## config.mk

```make
export PLATFORM = sky130hd
export DESIGN_NAME = gpc_top
export DESIGN_NICKNAME = d
export VERILOG_FILES = /design/src/logic/gpc_pkg.sv /design/src/logic/gpc_top.sv
export SDC_FILE = /design/constraint.sdc
export NUM_CORES = 1
export LEC_CHECK = 0
export BUFFER_PORTS_ARGS = -buffer_cell sky130_fd_sc_hd__buf_2
export CAP_MARGIN = 30
export CORE_AREA = 2 2 261 199
export DETAILED_ROUTE_END_ITERATION = 12
export DIE_AREA = 0 0 263 201
export PLACE_DENSITY = 0.73
export RECOVER_POWER = 50
export SYNTH_ARGS = -nofsm -noshare
export SYNTH_HDL_FRONTEND = slang
export SYNTH_SLANG_ARGS = --single-unit
```

## constraint.sdc

```tcl
create_clock -name i_clk -period 12.55 [get_ports i_clk]
set_input_delay 1.8825 -clock i_clk [delete_from_list [all_inputs] [get_ports i_clk]]
set_output_delay 1.8825 -clock i_clk [all_outputs]
set_load 0.005 [all_outputs]
```

## src/logic/gpc_pkg.sv

```systemverilog
// Package for the parallel I/O input and register block.
// Assumes a 32-bit plain register port with byte offsets.
package gpc_pkg;
  localparam int unsigned LINES = 32;
  localparam int unsigned AW = 8;
  localparam logic [7:0] OFS_OWN_EN = 8'h00;
  localparam logic [7:0] OFS_OWN_DIS = 8'h04;
  localparam logic [7:0] OFS_OWN_ST = 8'h08;
  localparam logic [7:0] OFS_DRV_EN = 8'h10;
  localparam logic [7:0] OFS_DRV_DIS = 8'h14;
  localparam logic [7:0] OFS_DRV_ST = 8'h18;
  localparam logic [7:0] OFS_FLT_EN = 8'h20;
  localparam logic [7:0] OFS_FLT_DIS = 8'h24;
  localparam logic [7:0] OFS_FLT_ST = 8'h28;
  localparam logic [7:0] OFS_LVL_SET = 8'h30;
  localparam logic [7:0] OFS_LVL_CLR = 8'h34;
  localparam logic [7:0] OFS_OUT_LVL = 8'h38;
  localparam logic [7:0] OFS_PIN_LVL = 8'h3C;
  localparam logic [7:0] OFS_CHG_EN = 8'h40;
  localparam logic [7:0] OFS_CHG_DIS = 8'h44;
  localparam logic [7:0] OFS_CHG_MASK = 8'h48;
  localparam logic [7:0] OFS_CHG_FLAGS = 8'h4C;
  localparam logic [7:0] OFS_OD_EN = 8'h50;
  localparam logic [7:0] OFS_OD_DIS = 8'h54;
  localparam logic [7:0] OFS_OD_ST = 8'h58;
  localparam logic [7:0] OFS_PU_DIS = 8'h60;
  localparam logic [7:0] OFS_PU_EN = 8'h64;
  localparam logic [7:0] OFS_PU_ST = 8'h68;
  localparam logic [7:0] OFS_PA_SEL = 8'h70;
  localparam logic [7:0] OFS_PB_SEL = 8'h74;
  localparam logic [7:0] OFS_PAB_ST = 8'h78;
  localparam logic [7:0] OFS_DW_EN = 8'hA0;
  localparam logic [7:0] OFS_DW_DIS = 8'hA4;
  localparam logic [7:0] OFS_DW_ST = 8'hA8;
  localparam logic [31:0] RST_ZERO = 32'h0000_0000;
  localparam logic [31:0] RST_ONES = 32'hFFFF_FFFF;

  typedef struct packed {
    logic [AW-1:0] addr;
    logic [31:0] wdata;
    logic wr;
    logic rd;
  } gpc_bus_req_t;

  typedef struct packed {
    logic [31:0] own;
    logic [31:0] drive;
    logic [31:0] level;
    logic [31:0] open_drain;
    logic [31:0] pullup_off;
    logic [31:0] periph_b;
  } gpc_pad_cfg_t;
endpackage

```

## src/logic/gpc_top.sv

```systemverilog
// Input side of a 32-line parallel I/O controller and its full register map.
// Assumes synchronous pins, a one-cycle register port and a clock-enable from power management.
// Function
// - Pin level register shows actual pin levels
// - Clock off freezes pin level register
// - Filter rejects no glitch caught at a sample edge, passes full cycles
// - Filter adds one cycle latency
// - Filter enable/disable writes set/clear filter status
// - Filter feeds only pin level and detector
// - Filters sample only while clock enabled
// - Change enable/disable writes set/clear mask
// - Change detected from two successive samples
// - Change detection works in every filter setting, but only while clock enabled
// - Detected change sets its flag bit
// - Interrupt is registered OR of flags ANDed with mask
// - Reading flags clears all flags except changes detected in the read cycle
// - 32-bit registers; unimplemented lines read zero
// - Unmultiplexed lines always show controller ownership
// - Output level direct write changes only lines where direct-write set; set/clear writes reach every line
// - Flags reset zero, capture changes afterwards
// - A select clears, B select sets
// - Pull-up status one means disabled
// - AB status zero selects A, one B
// - Ownership one means controller drives line
// - Direct write updates unmasked bits together
//
// The implementer's own choice: the plain strobed port.
`timescale 1ns/1ps
`default_nettype none
module gpc_top #(
  parameter logic [31:0] LINE_MASK = 32'hFFFF_FFFF,
  parameter logic [31:0] MUX_MASK = 32'hFFFF_FFFF,
  parameter logic [31:0] OWN_RESET = 32'hFFFF_FFFF
) (
  input wire logic i_clk,
  input wire logic i_sys_rst,
  input wire logic i_clk_en,
  input wire logic [gpc_pkg::AW-1:0] i_addr,
  input wire logic [31:0] i_wdata,
  input wire logic i_wr,
  input wire logic i_rd,
  output logic [31:0] o_rdata,
  input wire logic [31:0] i_pin,
  output logic [31:0] o_periph_in,
  output gpc_pkg::gpc_pad_cfg_t o_pad_cfg,
  output logic o_irq
);
  gpc_pkg::gpc_bus_req_t req;
  logic [31:0] own_r, drive_r, flt_r, level_r, mask_r, flags_r, od_r, pu_r, pab_r, dw_r;
  logic [31:0] pin_level_r, prev_r, samp_r, filt, change, rdata_nxt;
  logic irq_r;

  assign req = '{addr: i_addr, wdata: i_wdata, wr: i_wr, rd: i_rd};

  function automatic logic hit_wr(input gpc_pkg::gpc_bus_req_t r, input logic [7:0] ofs);
    hit_wr = r.wr && (r.addr == ofs);
  endfunction

  // Set/clear pair; writes to undefined lines dropped
  function automatic logic [31:0] set_clr(input logic [31:0] cur, input logic s, input logic c,
                                          input logic [31:0] d, input logic [31:0] lm);
    logic [31:0] v;
    v = cur;
    if (s) begin
      v = v | (d & lm);
    end
    if (c) begin
      v = v & ~(d & lm);
    end
    set_clr = v & lm;
  endfunction

  always_ff @(posedge i_clk or posedge i_sys_rst) begin
    if (i_sys_rst) begin
      // Reset already masked, so ownership never moves without a write
      own_r <= (OWN_RESET & LINE_MASK & MUX_MASK) | (LINE_MASK & ~MUX_MASK);
    end else begin
      own_r <= set_clr(own_r, hit_wr(req, gpc_pkg::OFS_OWN_EN), hit_wr(req, gpc_pkg::OFS_OWN_DIS),
                       i_wdata, LINE_MASK & MUX_MASK) | (LINE_MASK & ~MUX_MASK);
    end
  end

  always_ff @(posedge i_clk or posedge i_sys_rst) begin
    if (i_sys_rst) begin
      drive_r <= gpc_pkg::RST_ZERO;
      od_r <= gpc_pkg::RST_ZERO;
      pu_r <= gpc_pkg::RST_ZERO;
      dw_r <= gpc_pkg::RST_ZERO;
    end else begin
      drive_r <= set_clr(drive_r, hit_wr(req, gpc_pkg::OFS_DRV_EN), hit_wr(req, gpc_pkg::OFS_DRV_DIS),
                         i_wdata, LINE_MASK);
      od_r <= set_clr(od_r, hit_wr(req, gpc_pkg::OFS_OD_EN), hit_wr(req, gpc_pkg::OFS_OD_DIS),
                      i_wdata, LINE_MASK);
      pu_r <= set_clr(pu_r, hit_wr(req, gpc_pkg::OFS_PU_DIS), hit_wr(req, gpc_pkg::OFS_PU_EN),
                      i_wdata, LINE_MASK);
      dw_r <= set_clr(dw_r, hit_wr(req, gpc_pkg::OFS_DW_EN), hit_wr(req, gpc_pkg::OFS_DW_DIS),
                      i_wdata, LINE_MASK);
    end
  end

  always_ff @(posedge i_clk or posedge i_sys_rst) begin
    if (i_sys_rst) begin
      pab_r <= gpc_pkg::RST_ZERO;
    end else begin
      pab_r <= set_clr(pab_r, hit_wr(req, gpc_pkg::OFS_PB_SEL), hit_wr(req, gpc_pkg::OFS_PA_SEL),
                       i_wdata, LINE_MASK);
    end
  end

  // Output level: set/clear, then masked direct write
  always_ff @(posedge i_clk or posedge i_sys_rst) begin
    if (i_sys_rst) begin
      level_r <= gpc_pkg::RST_ZERO;
    end else if (hit_wr(req, gpc_pkg::OFS_OUT_LVL)) begin
      level_r <= ((level_r & ~dw_r) | (i_wdata & dw_r)) & LINE_MASK;
    end else begin
      level_r <= set_clr(level_r, hit_wr(req, gpc_pkg::OFS_LVL_SET), hit_wr(req, gpc_pkg::OFS_LVL_CLR),
                         i_wdata, LINE_MASK);
    end
  end

  always_ff @(posedge i_clk or posedge i_sys_rst) begin
    if (i_sys_rst) begin
      flt_r <= gpc_pkg::RST_ZERO;
      mask_r <= gpc_pkg::RST_ZERO;
    end else begin
      flt_r <= set_clr(flt_r, hit_wr(req, gpc_pkg::OFS_FLT_EN), hit_wr(req, gpc_pkg::OFS_FLT_DIS),
                       i_wdata, LINE_MASK);
      mask_r <= set_clr(mask_r, hit_wr(req, gpc_pkg::OFS_CHG_EN), hit_wr(req, gpc_pkg::OFS_CHG_DIS),
                        i_wdata, LINE_MASK);
    end
  end

  // Pins are sampled once per enabled clock; with synchronous pins no pulse
  // shorter than a cycle is ever seen, so the filter is one extra sample stage.
  always_ff @(posedge i_clk or posedge i_sys_rst) begin
    if (i_sys_rst) begin
      samp_r <= gpc_pkg::RST_ZERO;
    end else if (i_clk_en) begin
      samp_r <= i_pin & LINE_MASK;
    end
  end

  genvar g;
  generate
    for (g = 0; g < gpc_pkg::LINES; g++) begin : g_flt
      // Filtered line lags one cycle; a one-cycle pulse still passes
      assign filt[g] = flt_r[g] ? samp_r[g] : (i_pin[g] & LINE_MASK[g]);
    end
  endgenerate

  // Peripherals see the raw pin, never the filter
  assign o_periph_in = i_pin;

  always_ff @(posedge i_clk or posedge i_sys_rst) begin
    if (i_sys_rst) begin
      pin_level_r <= gpc_pkg::RST_ZERO;
      prev_r <= gpc_pkg::RST_ZERO;
    end else if (i_clk_en) begin
      pin_level_r <= filt;
      prev_r <= pin_level_r;
    end
  end

  // Reset state counts as a sample; first live sample may flag a change
  assign change = i_clk_en ? ((filt ^ pin_level_r) & LINE_MASK) : gpc_pkg::RST_ZERO;

  always_ff @(posedge i_clk or posedge i_sys_rst) begin
    if (i_sys_rst) begin
      flags_r <= gpc_pkg::RST_ZERO;
    end else if (req.rd && req.addr == gpc_pkg::OFS_CHG_FLAGS) begin
      flags_r <= change;
    end else begin
      flags_r <= flags_r | change;
    end
  end

  always_ff @(posedge i_clk or posedge i_sys_rst) begin
    if (i_sys_rst) begin
      irq_r <= 1'b0;
    end else begin
      irq_r <= |(flags_r & mask_r);
    end
  end
  assign o_irq = irq_r;

  always_comb begin
    unique case (req.addr)
      gpc_pkg::OFS_OWN_ST: rdata_nxt = own_r;
      gpc_pkg::OFS_DRV_ST: rdata_nxt = drive_r;
      gpc_pkg::OFS_FLT_ST: rdata_nxt = flt_r;
      gpc_pkg::OFS_OUT_LVL: rdata_nxt = level_r;
      gpc_pkg::OFS_PIN_LVL: rdata_nxt = pin_level_r;
      gpc_pkg::OFS_CHG_MASK: rdata_nxt = mask_r;
      gpc_pkg::OFS_CHG_FLAGS: rdata_nxt = flags_r;
      gpc_pkg::OFS_OD_ST: rdata_nxt = od_r;
      gpc_pkg::OFS_PU_ST: rdata_nxt = pu_r;
      gpc_pkg::OFS_PAB_ST: rdata_nxt = pab_r;
      gpc_pkg::OFS_DW_ST: rdata_nxt = dw_r;
      default: rdata_nxt = gpc_pkg::RST_ZERO;
    endcase
  end

  always_ff @(posedge i_clk or posedge i_sys_rst) begin
    if (i_sys_rst) begin
      o_rdata <= gpc_pkg::RST_ZERO;
    end else if (req.rd) begin
      o_rdata <= rdata_nxt & LINE_MASK;
    end else begin
      o_rdata <= gpc_pkg::RST_ZERO;
    end
  end

  assign o_pad_cfg = '{own: own_r, drive: drive_r, level: level_r, open_drain: od_r,
                       pullup_off: pu_r, periph_b: pab_r};
endmodule
`default_nettype wire

```

# After elaboration in Yosys (flattened, before gate mapping)
# Cells that the tools add are included.
dict set report word_totals {
  register_bits 417
  latchBits 0
  ram_bits 0
  mem_bits_ro 0
  in_bits 77
  out_inout_bits 257
  wordCells 146
  mem_count 0
}
dict set report classes {
  addsub 0
  multipliers 0
  n_div 0
  magnitude_cmp 0
  eq_ne 28
  shifts 0
  mux 56
  bitwise 26
  reduce_logical 22
}
# cell n
set op_table {}
lappend op_table {{two-way mux 32 bit} 23}
lappend op_table {{bitwise AND 32 bit} 12}
lappend op_table {{bitwise OR 32 bit} 11}
lappend op_table {{case mux 32 bit (11 select lines)} 1}
lappend op_table {{equality test 8 x 7 -> 1 bit, second input constant} 13}
lappend op_table {{NOT 32 bit} 2}
lappend op_table {{equality test 8 x 6 -> 1 bit, second input constant} 7}
lappend op_table {{two-way mux 1 bit} 32}
lappend op_table {{OR reduction 32 bit} 1}
lappend op_table {{bitwise XOR 32 bit} 1}
lappend op_table {{equality test 8 x 5 -> 1 bit, second input constant} 3}
lappend op_table {{equality test 8 bit, second input constant} 3}
lappend op_table {{logical AND 1 bit} 20}
lappend op_table {{equality test 8 x 3 -> 1 bit, second input constant} 1}
lappend op_table {{equality test 8 x 4 -> 1 bit, second input constant} 1}
lappend op_table {{logical NOT 8 bit} 1}

# Longest topological paths before layout
# Gate-level depths: netlist of the first run.
dict set report logic_depth {
  word_depth 7
  mapped_depth 8
  ltp_nobuf 5
}

# Worst setup path after synthesis of the first run
# Ideal clock, no wire load.
dict set report synth_timing {
  path_type {input to output}
  start {in i_pin[0]}
  end {out o_periph_in[0]}
  arrival_time_ns 1.993
  required_time_ns 10.667
  setup_slack_ns 8.674
  cell_stages 1
  n_path_buf 1
  cell_sequence {buf_4}
}
# item line
set synth_lines {}
lappend synth_lines {{start, declared} gpc_top.sv:43} ;# input wire logic [31:0] i_pin,
lappend synth_lines {{end, declared} gpc_top.sv:44} ;# output logic [31:0] o_periph_in,
# No word-level cell between the ends.

==> metrics, run 1 <==
outcome=complete, but fails checks; failing checks=capacitance limit, slew limit; core area=slightly above 50000 um2; unrepaired setup endpoints after global routing=no; htree depth=2; max_cap viols=3; Fmax=approximately 0.14 GHz; gr usage total=about a third; global-route wire length before repair=approximately 120000 um; Setup TNS Final=0 ps; wire per inst=between 20 and 30 um; WL met1=33200 um; Crit path arrival time=8040 ps; leakage=between 9 and 10 nW; via count=between 15000 and 20000; Synth Cell Area=approximately 20000 um2; syn avg cell area=around 10 um2; CP Capture Type=asynchronous set/reset pin; Die Span X=about 260 um; Post-CTS Resized=0; CTS tree=done; Yosys cell types=70; top-level I/O count=about 330; hold bufs inserted after CTS=0; Syn-to-layout area delta=16.8%; routed wl met3=roughly 13000 um; die extent in y=201 um; CP max FO=71; first-pass detailed-route iteration total=6; ys async rst share=100%; hpwl dp=roughly 60000 um; class of the worst hold path=flip-flop to flip-flop; GPL Wtd Cong=between 0.9 and 1; Final nets=roughly 2200; max_slew headroom=-167%; Worst-path clk slew=about 60 ps; num rows=72; Initial Util=slightly below 40%; postcts setup bufs=0; syn nets=approximately 2000; Yosys warning count=0; Final Util=46.0%; dominant synthesized flop cell=dfrtp_1; Slew Limit Fails=154; Inserted Clock Buffers=between 40 and 50; pwr dens=136 nW/um2; number of global-route vias before repair=17700; CP Launch Type=input pin; wire length on met2=roughly 36000 um; largest net degree at the start of global routing=around 190; final total power=3.17 mW; fin crit share=between 50% and 60%; initial antenna violation count=5; Slew @ Worst Pin=approximately 4000 ps; worst vdd ir=a little under 0.08 mV; CTS Sinks=between 400 and 500; setup skew after layout=~19 ps; number of synthesized flops with an enable pin=0; Gate Count Post-Synth=roughly 2000; DR vias/cell=approximately 6.5; CTS root buf=clkbuf_16; DRC Markers=0; Synth area leader=dfrtp_1; Iteration-0 DRC Markers=around 3400; max layer used=met5; Worst EP required=13230 ps; DIE AREA=between 50000 and 60000 um2; layout cell share with drive strength beyond 1=a little over a fifth; R2R setup slack=approximately 11000 ps; top-area cell type share of the netlist area=between 40% and 50%; Setup violations, final=0; WL final=86000 um; Final min period=between 7000 and 8000 ps; largest cells by area after synthesis=dfrtp_1 (48%), a21oi_1 (16%), dfstp_2 (4.2%); Setup CP Type=input pin to asynchronous set/reset pin; Max clock buf depth=3; worst setup margin=5190 ps; total gr overflow=0; final hold vios=0; hold_ws=507 ps; post-route ant nets=0; worst skew pair latency=570 ps; IO Port Bufs=between 300 and 400; DP Worst Slack=between 7000 and 8000 ps; register bit total from synthesis=roughly 420; Seq/Total Area, Yosys=a little over half
area by class of cell:
type,instances,area [um2]
fill,4772,27400
sequential,417,10500
multi-input combinational,1308,8350
timing repair buffer,386,2070
clock buffer,64,1300
tap,666,833
clock inverter,14,179
inverter,17,65.1
antenna,1,2.50
critical path, cell delays in order:
cell and delay, ps:
buf_2 100, clkinvlp_2 110, clkbuf_1 330, clkbuf_1 2820, clkbuf_1 1570, clkbuf_1 730, buf_16 390
cells in the final DEF, fill, tap and decap left out, types with 15 or more instances in the layout:
cell       instances
a21oi_1          624
dfrtp_1          385
buf_2            235
clkbuf_1         109
mux2i_1           76
nand2_1           67
a22oi_1           59
nor2_1            55
a22o_1            45
clkbuf_16         45
mux2_2            40
buf_4             38
o21ai_0           32
xnor2_1           32
dfstp_2           32
a221oi_1          29
nand2b_1          20
nand3_1           20
a211oi_1          20
nor3_1            18
a32oi_1           17
inv_1             15
o22ai_1           15
final timing paths:
path | from | cells past startpoint | to
max | i_sys_rst | 7 | asynchronous set/reset pin
min | samp_r[12]$_DFFE_PP0P_ | 1 | samp_r[12]$_DFFE_PP0P_
max reg2reg | flip-flop | 3 | o_irq$_DFF_PP0_
min reg2reg | samp_r[12]$_DFFE_PP0P_ | 1 | samp_r[12]$_DFFE_PP0P_
max in group i_clk | i_clk_en | 3 | samp_r[18]$_DFFE_PP0P_
min in group asynchronous | i_sys_rst | 3 | asynchronous set/reset pin
metrics by stage:
step	instances	instance area (um2)
after floorplan	1972	19900
after global placement	2783	21700
after detailed placement	2791	21900
after CTS	2869	23400
after global routing	2872	23300
final	2873	23300
per-layer routing:
metal  GRT usage (%)  vias to the layer above
met5               0                        -
met4            12.1                        4
met3            12.5                      248
met2            44.6                     1550
met1            43.3                     9177
li1                -                     7673
cell usage after synthesis (4+ instances only):
cell type    n
nor3_1      18
nand2_1     67
inv_1       16
dfrtp_1    385
nor2_2       5
o21ai_0     32
nor2b_1     10
and3b_1      5
nor3_2      10
a222oi_1     4
xnor2_1     32
o32ai_1      6
buf_1        7
a211oi_1    20
a221oi_1    29
clkbuf_1    96
nand2b_1    20
a22o_1      45
a221o_1      4
buf_4       42
a21oi_1    624
mux2_2      40
a22oi_1     59
mux2i_1     76
a2111oi_0    6
nor2_1      65
dfstp_2     32
buf_6        6
buf_2       78
nand3_1     20
o221ai_1     9
o22ai_1     15
a32oi_1     17
nand4_1      6
where the power goes:
group | switching, mW | total, mW | internal [mW]
Combinational | 0.216 | 0.329 | 0.113
Sequential | 0.0703 | 1.48 | 1.41
Clock | 0.561 | 1.36 | 0.798
logic make-up after synthesis:
kind of cell / Yosys count / share of synthesized area (%)
AOI/OAI and AO/OA: 896 / 26.4
xor gates and xnor gates: 32 / 1.41
buffers and inverters: 247 / 6.17
DFF: 417 / 52.6
muxes: 119 / 6.42
and+or+nand+nor: 261 / 7.06
No activity file was read; power rests on OpenSTA's default activity.
==> inputs of run 2 (changes only) <==
--- a/config.mk
+++ b/config.mk
@@ -10,7 +10,7 @@
 export CORE_AREA = 2 2 261 199
 export DETAILED_ROUTE_END_ITERATION = 12
 export DIE_AREA = 0 0 263 201
-export PLACE_DENSITY = 0.73
+export PLACE_DENSITY = 0.71
 export RECOVER_POWER = 50
 export SYNTH_ARGS = -nofsm -noshare
 export SYNTH_HDL_FRONTEND = slang
==> constraint.sdc (replaced) <==
create_clock -name i_clk -period 6.84 [get_ports i_clk]
set_input_delay 1.026 -clock i_clk [delete_from_list [all_inputs] [get_ports i_clk]]
set_output_delay 1.026 -clock i_clk [all_outputs]
set_load 0.005 [all_outputs]
==> run 2 against run 1 <==
Compared with the run above: the run still ends with capacitance limit, slew limit left; sequential power up 83%; non-clock buffer count is 3 lower; setup slack got worse by 3000 ps; first-iteration DRC count down 7.5%; sequential share of layout area is essentially flat; critical path depth shrank 4; highest routed layer unchanged; via count is 0.63% higher; hold slack improved by 0.85 ps; combinational power increased by 84%; total power increased by 88%; routed wire length is 0.31% lower.
==> metrics, run 2 (synthesized netlist as in run 1, its figures left out) <==
leakage=slightly below 10 nW; post-route ant nets=0; number of global-route vias before repair=17500; hpwl dp=60000 um; Setup CP Type=input pin to flip-flop; Setup violations, final=0; fin crit share=67.6%; via count=approximately 19000; Final nets=about 2200; Worst-path clk slew=60 ps; hold bufs inserted after CTS=0; hold_ws=between 500 and 600 ps; worst skew pair latency=between 500 and 600 ps; initial antenna violation count=7; Fmax=roughly 0.22 GHz; Syn-to-layout area delta=16.9%; slowest stage cell, crit path=clkbuf_1; NetSw=~1.6 mW; die extent in y=around 200 um; max_cap viols=3; top-level I/O count=334; DR vias/cell=6.53; CTS Sinks=roughly 420; num rows=a little over 70; htree depth=2; Slew @ Worst Pin=around 4000 ps; CP Capture Type=flip-flop; Max clock buf depth=3; first-pass detailed-route iteration total=9; register share of total power=between 40% and 50%; worst vdd ir=around 0.16 mV; Inserted Clock Buffers=42; power share of the clock group=about 44%; global-route wire length before repair=about 120000 um; final hold vios=0; Crit path arrival time=between 5000 and 6000 ps; CP max FO=79; P_int=~4.4 mW; Final min period=around 4600 ps; IO Port Bufs=roughly 330; CTS tree=done; Slew Limit Fails=158; postcts setup bufs=0; max_slew headroom=-167%; total gr overflow=0; Setup TNS Final=0 ps; unrepaired setup endpoints after global routing=no; Critical Path Max Stage Delay=~2800 ps; DRC Markers=0; Net Sw Frac=26.7%; class of the worst hold path=flip-flop to flip-flop; outcome=complete, but fails checks; DIE AREA=about 53000 um2; Initial Util=39.3%; dpl cells=about 2800; pwr dens=256 nW/um2; fillers=around 4800; Die Span X=~260 um; CP Buf/Inv Count=2; Iteration-0 DRC Markers=3117; combinational share of power=between 10% and 20%; CTS root buf=clkbuf_16; CP Launch Type=input pin; Non-Filler Instances=2873; WL final=85800 um; commonest non-fill, non-tap cell in the layout=a21oi_1; wire per inst=around 30 um; Cell Chain, Critical Path=clkbuf_1 > buf_4 > mux2_2; gr usage total=31.7%; CP top delay family=buffers and inverters; GPL Wtd Cong=between 0.9 and 1; R2R setup slack=around 4700 ps; core area=between 50000 and 60000 um2; layout cell share with drive strength beyond 1=a little over 20%; Worst EP required=around 7300 ps; largest net degree at the start of global routing=around 170; setup skew after layout=28.9 ps; failing checks=capacitance limit, slew limit; commonest cells after routing, fill and taps aside=a21oi_1 (624), dfrtp_1 (385), buf_2 (215), clkbuf_1 (124), mux2i_1 (76); Post-CTS Resized=0
## run 2: changes by cell type in the layout (fill, tap and decap cells not counted), sizes merged
cell / change
diode: +3
clkinv: -1
clkbuf: +15
clkinvlp: +2
buf: -22
bufinv: +3
## run 2: layout make-up
| type | count | area (um2) | area share, % |
|---|---|---|---|
| sequential | 417 | 10500 | 45.0 |
| clock inverter | 18 | 295 | 1.27 |
| tap | 666 | 833 | 3.58 |
| multi-input combinational | 1308 | 8350 | 35.9 |
| clock buffer | 60 | 1280 | 5.51 |
| antenna | 4 | 10.0 | 0.0430 |
| timing repair buffer | 383 | 1970 | 8.47 |
| inverter | 17 | 65.1 | 0.279 |
## run 2: power by group through the flow
stage                     Sequential (mW)  Combinational, mW  Clock [mW]
after floorplan                      2.71              0.364           0
after global placement               2.75              0.580           0
after detailed placement             2.75              0.593           0
after CTS                            2.71              0.595        2.66
after global routing                 2.72              0.647        2.77
final                                2.71              0.605        2.65
## run 2: per-stage QoR
stage	setup WS, ps	utilization, %	power, mW	instance area, um2
floorplan	217	-	3.08	19900
global placement	2630	43.0	3.33	21800
detailed placement	2710	43.1	3.34	21800
CTS	3290	46.2	5.96	23400
global route	2080	46.0	6.14	23300
finish	2220	46.0	5.97	23300
## run 2: worst register-to-register path, delay by kind of cell, from the launching register on
| kind | cells | cell delay [ps] |
|---|---|---|
| DFF | 1 | 450 |
| AOI/OAI and AO/OA | 3 | 1430 |
| and+or+nand+nor | 1 | 50 |
## run 2: worst paths after layout
kind | to | start | cells after the start
hold reg to reg | samp_r[16]$_DFFE_PP0P_ | samp_r[16]$_DFFE_PP0P_ | 1
setup reg to reg | o_rdata[16]$_DFF_PP0_ | flip-flop | 4
max in group asynchronous | asynchronous set/reset pin | i_sys_rst | 4
setup / recovery | samp_r[8]$_DFFE_PP0P_ | i_clk_en | 3
min in group asynchronous | o_rdata[18]$_DFF_PP0_ | i_sys_rst | 2
hold / removal | samp_r[16]$_DFFE_PP0P_ | samp_r[16]$_DFFE_PP0P_ | 1
## run 2: per-layer routing
layer  share of wire, %  global-route usage (%)  vias up
met5              0.051                       0        -
met4                4.1                    12.0        6
met3                 16                    11.8      217
met2                 42                    45.0     1562
met1                 38                    43.9     9333
li1                   -                       -     7651
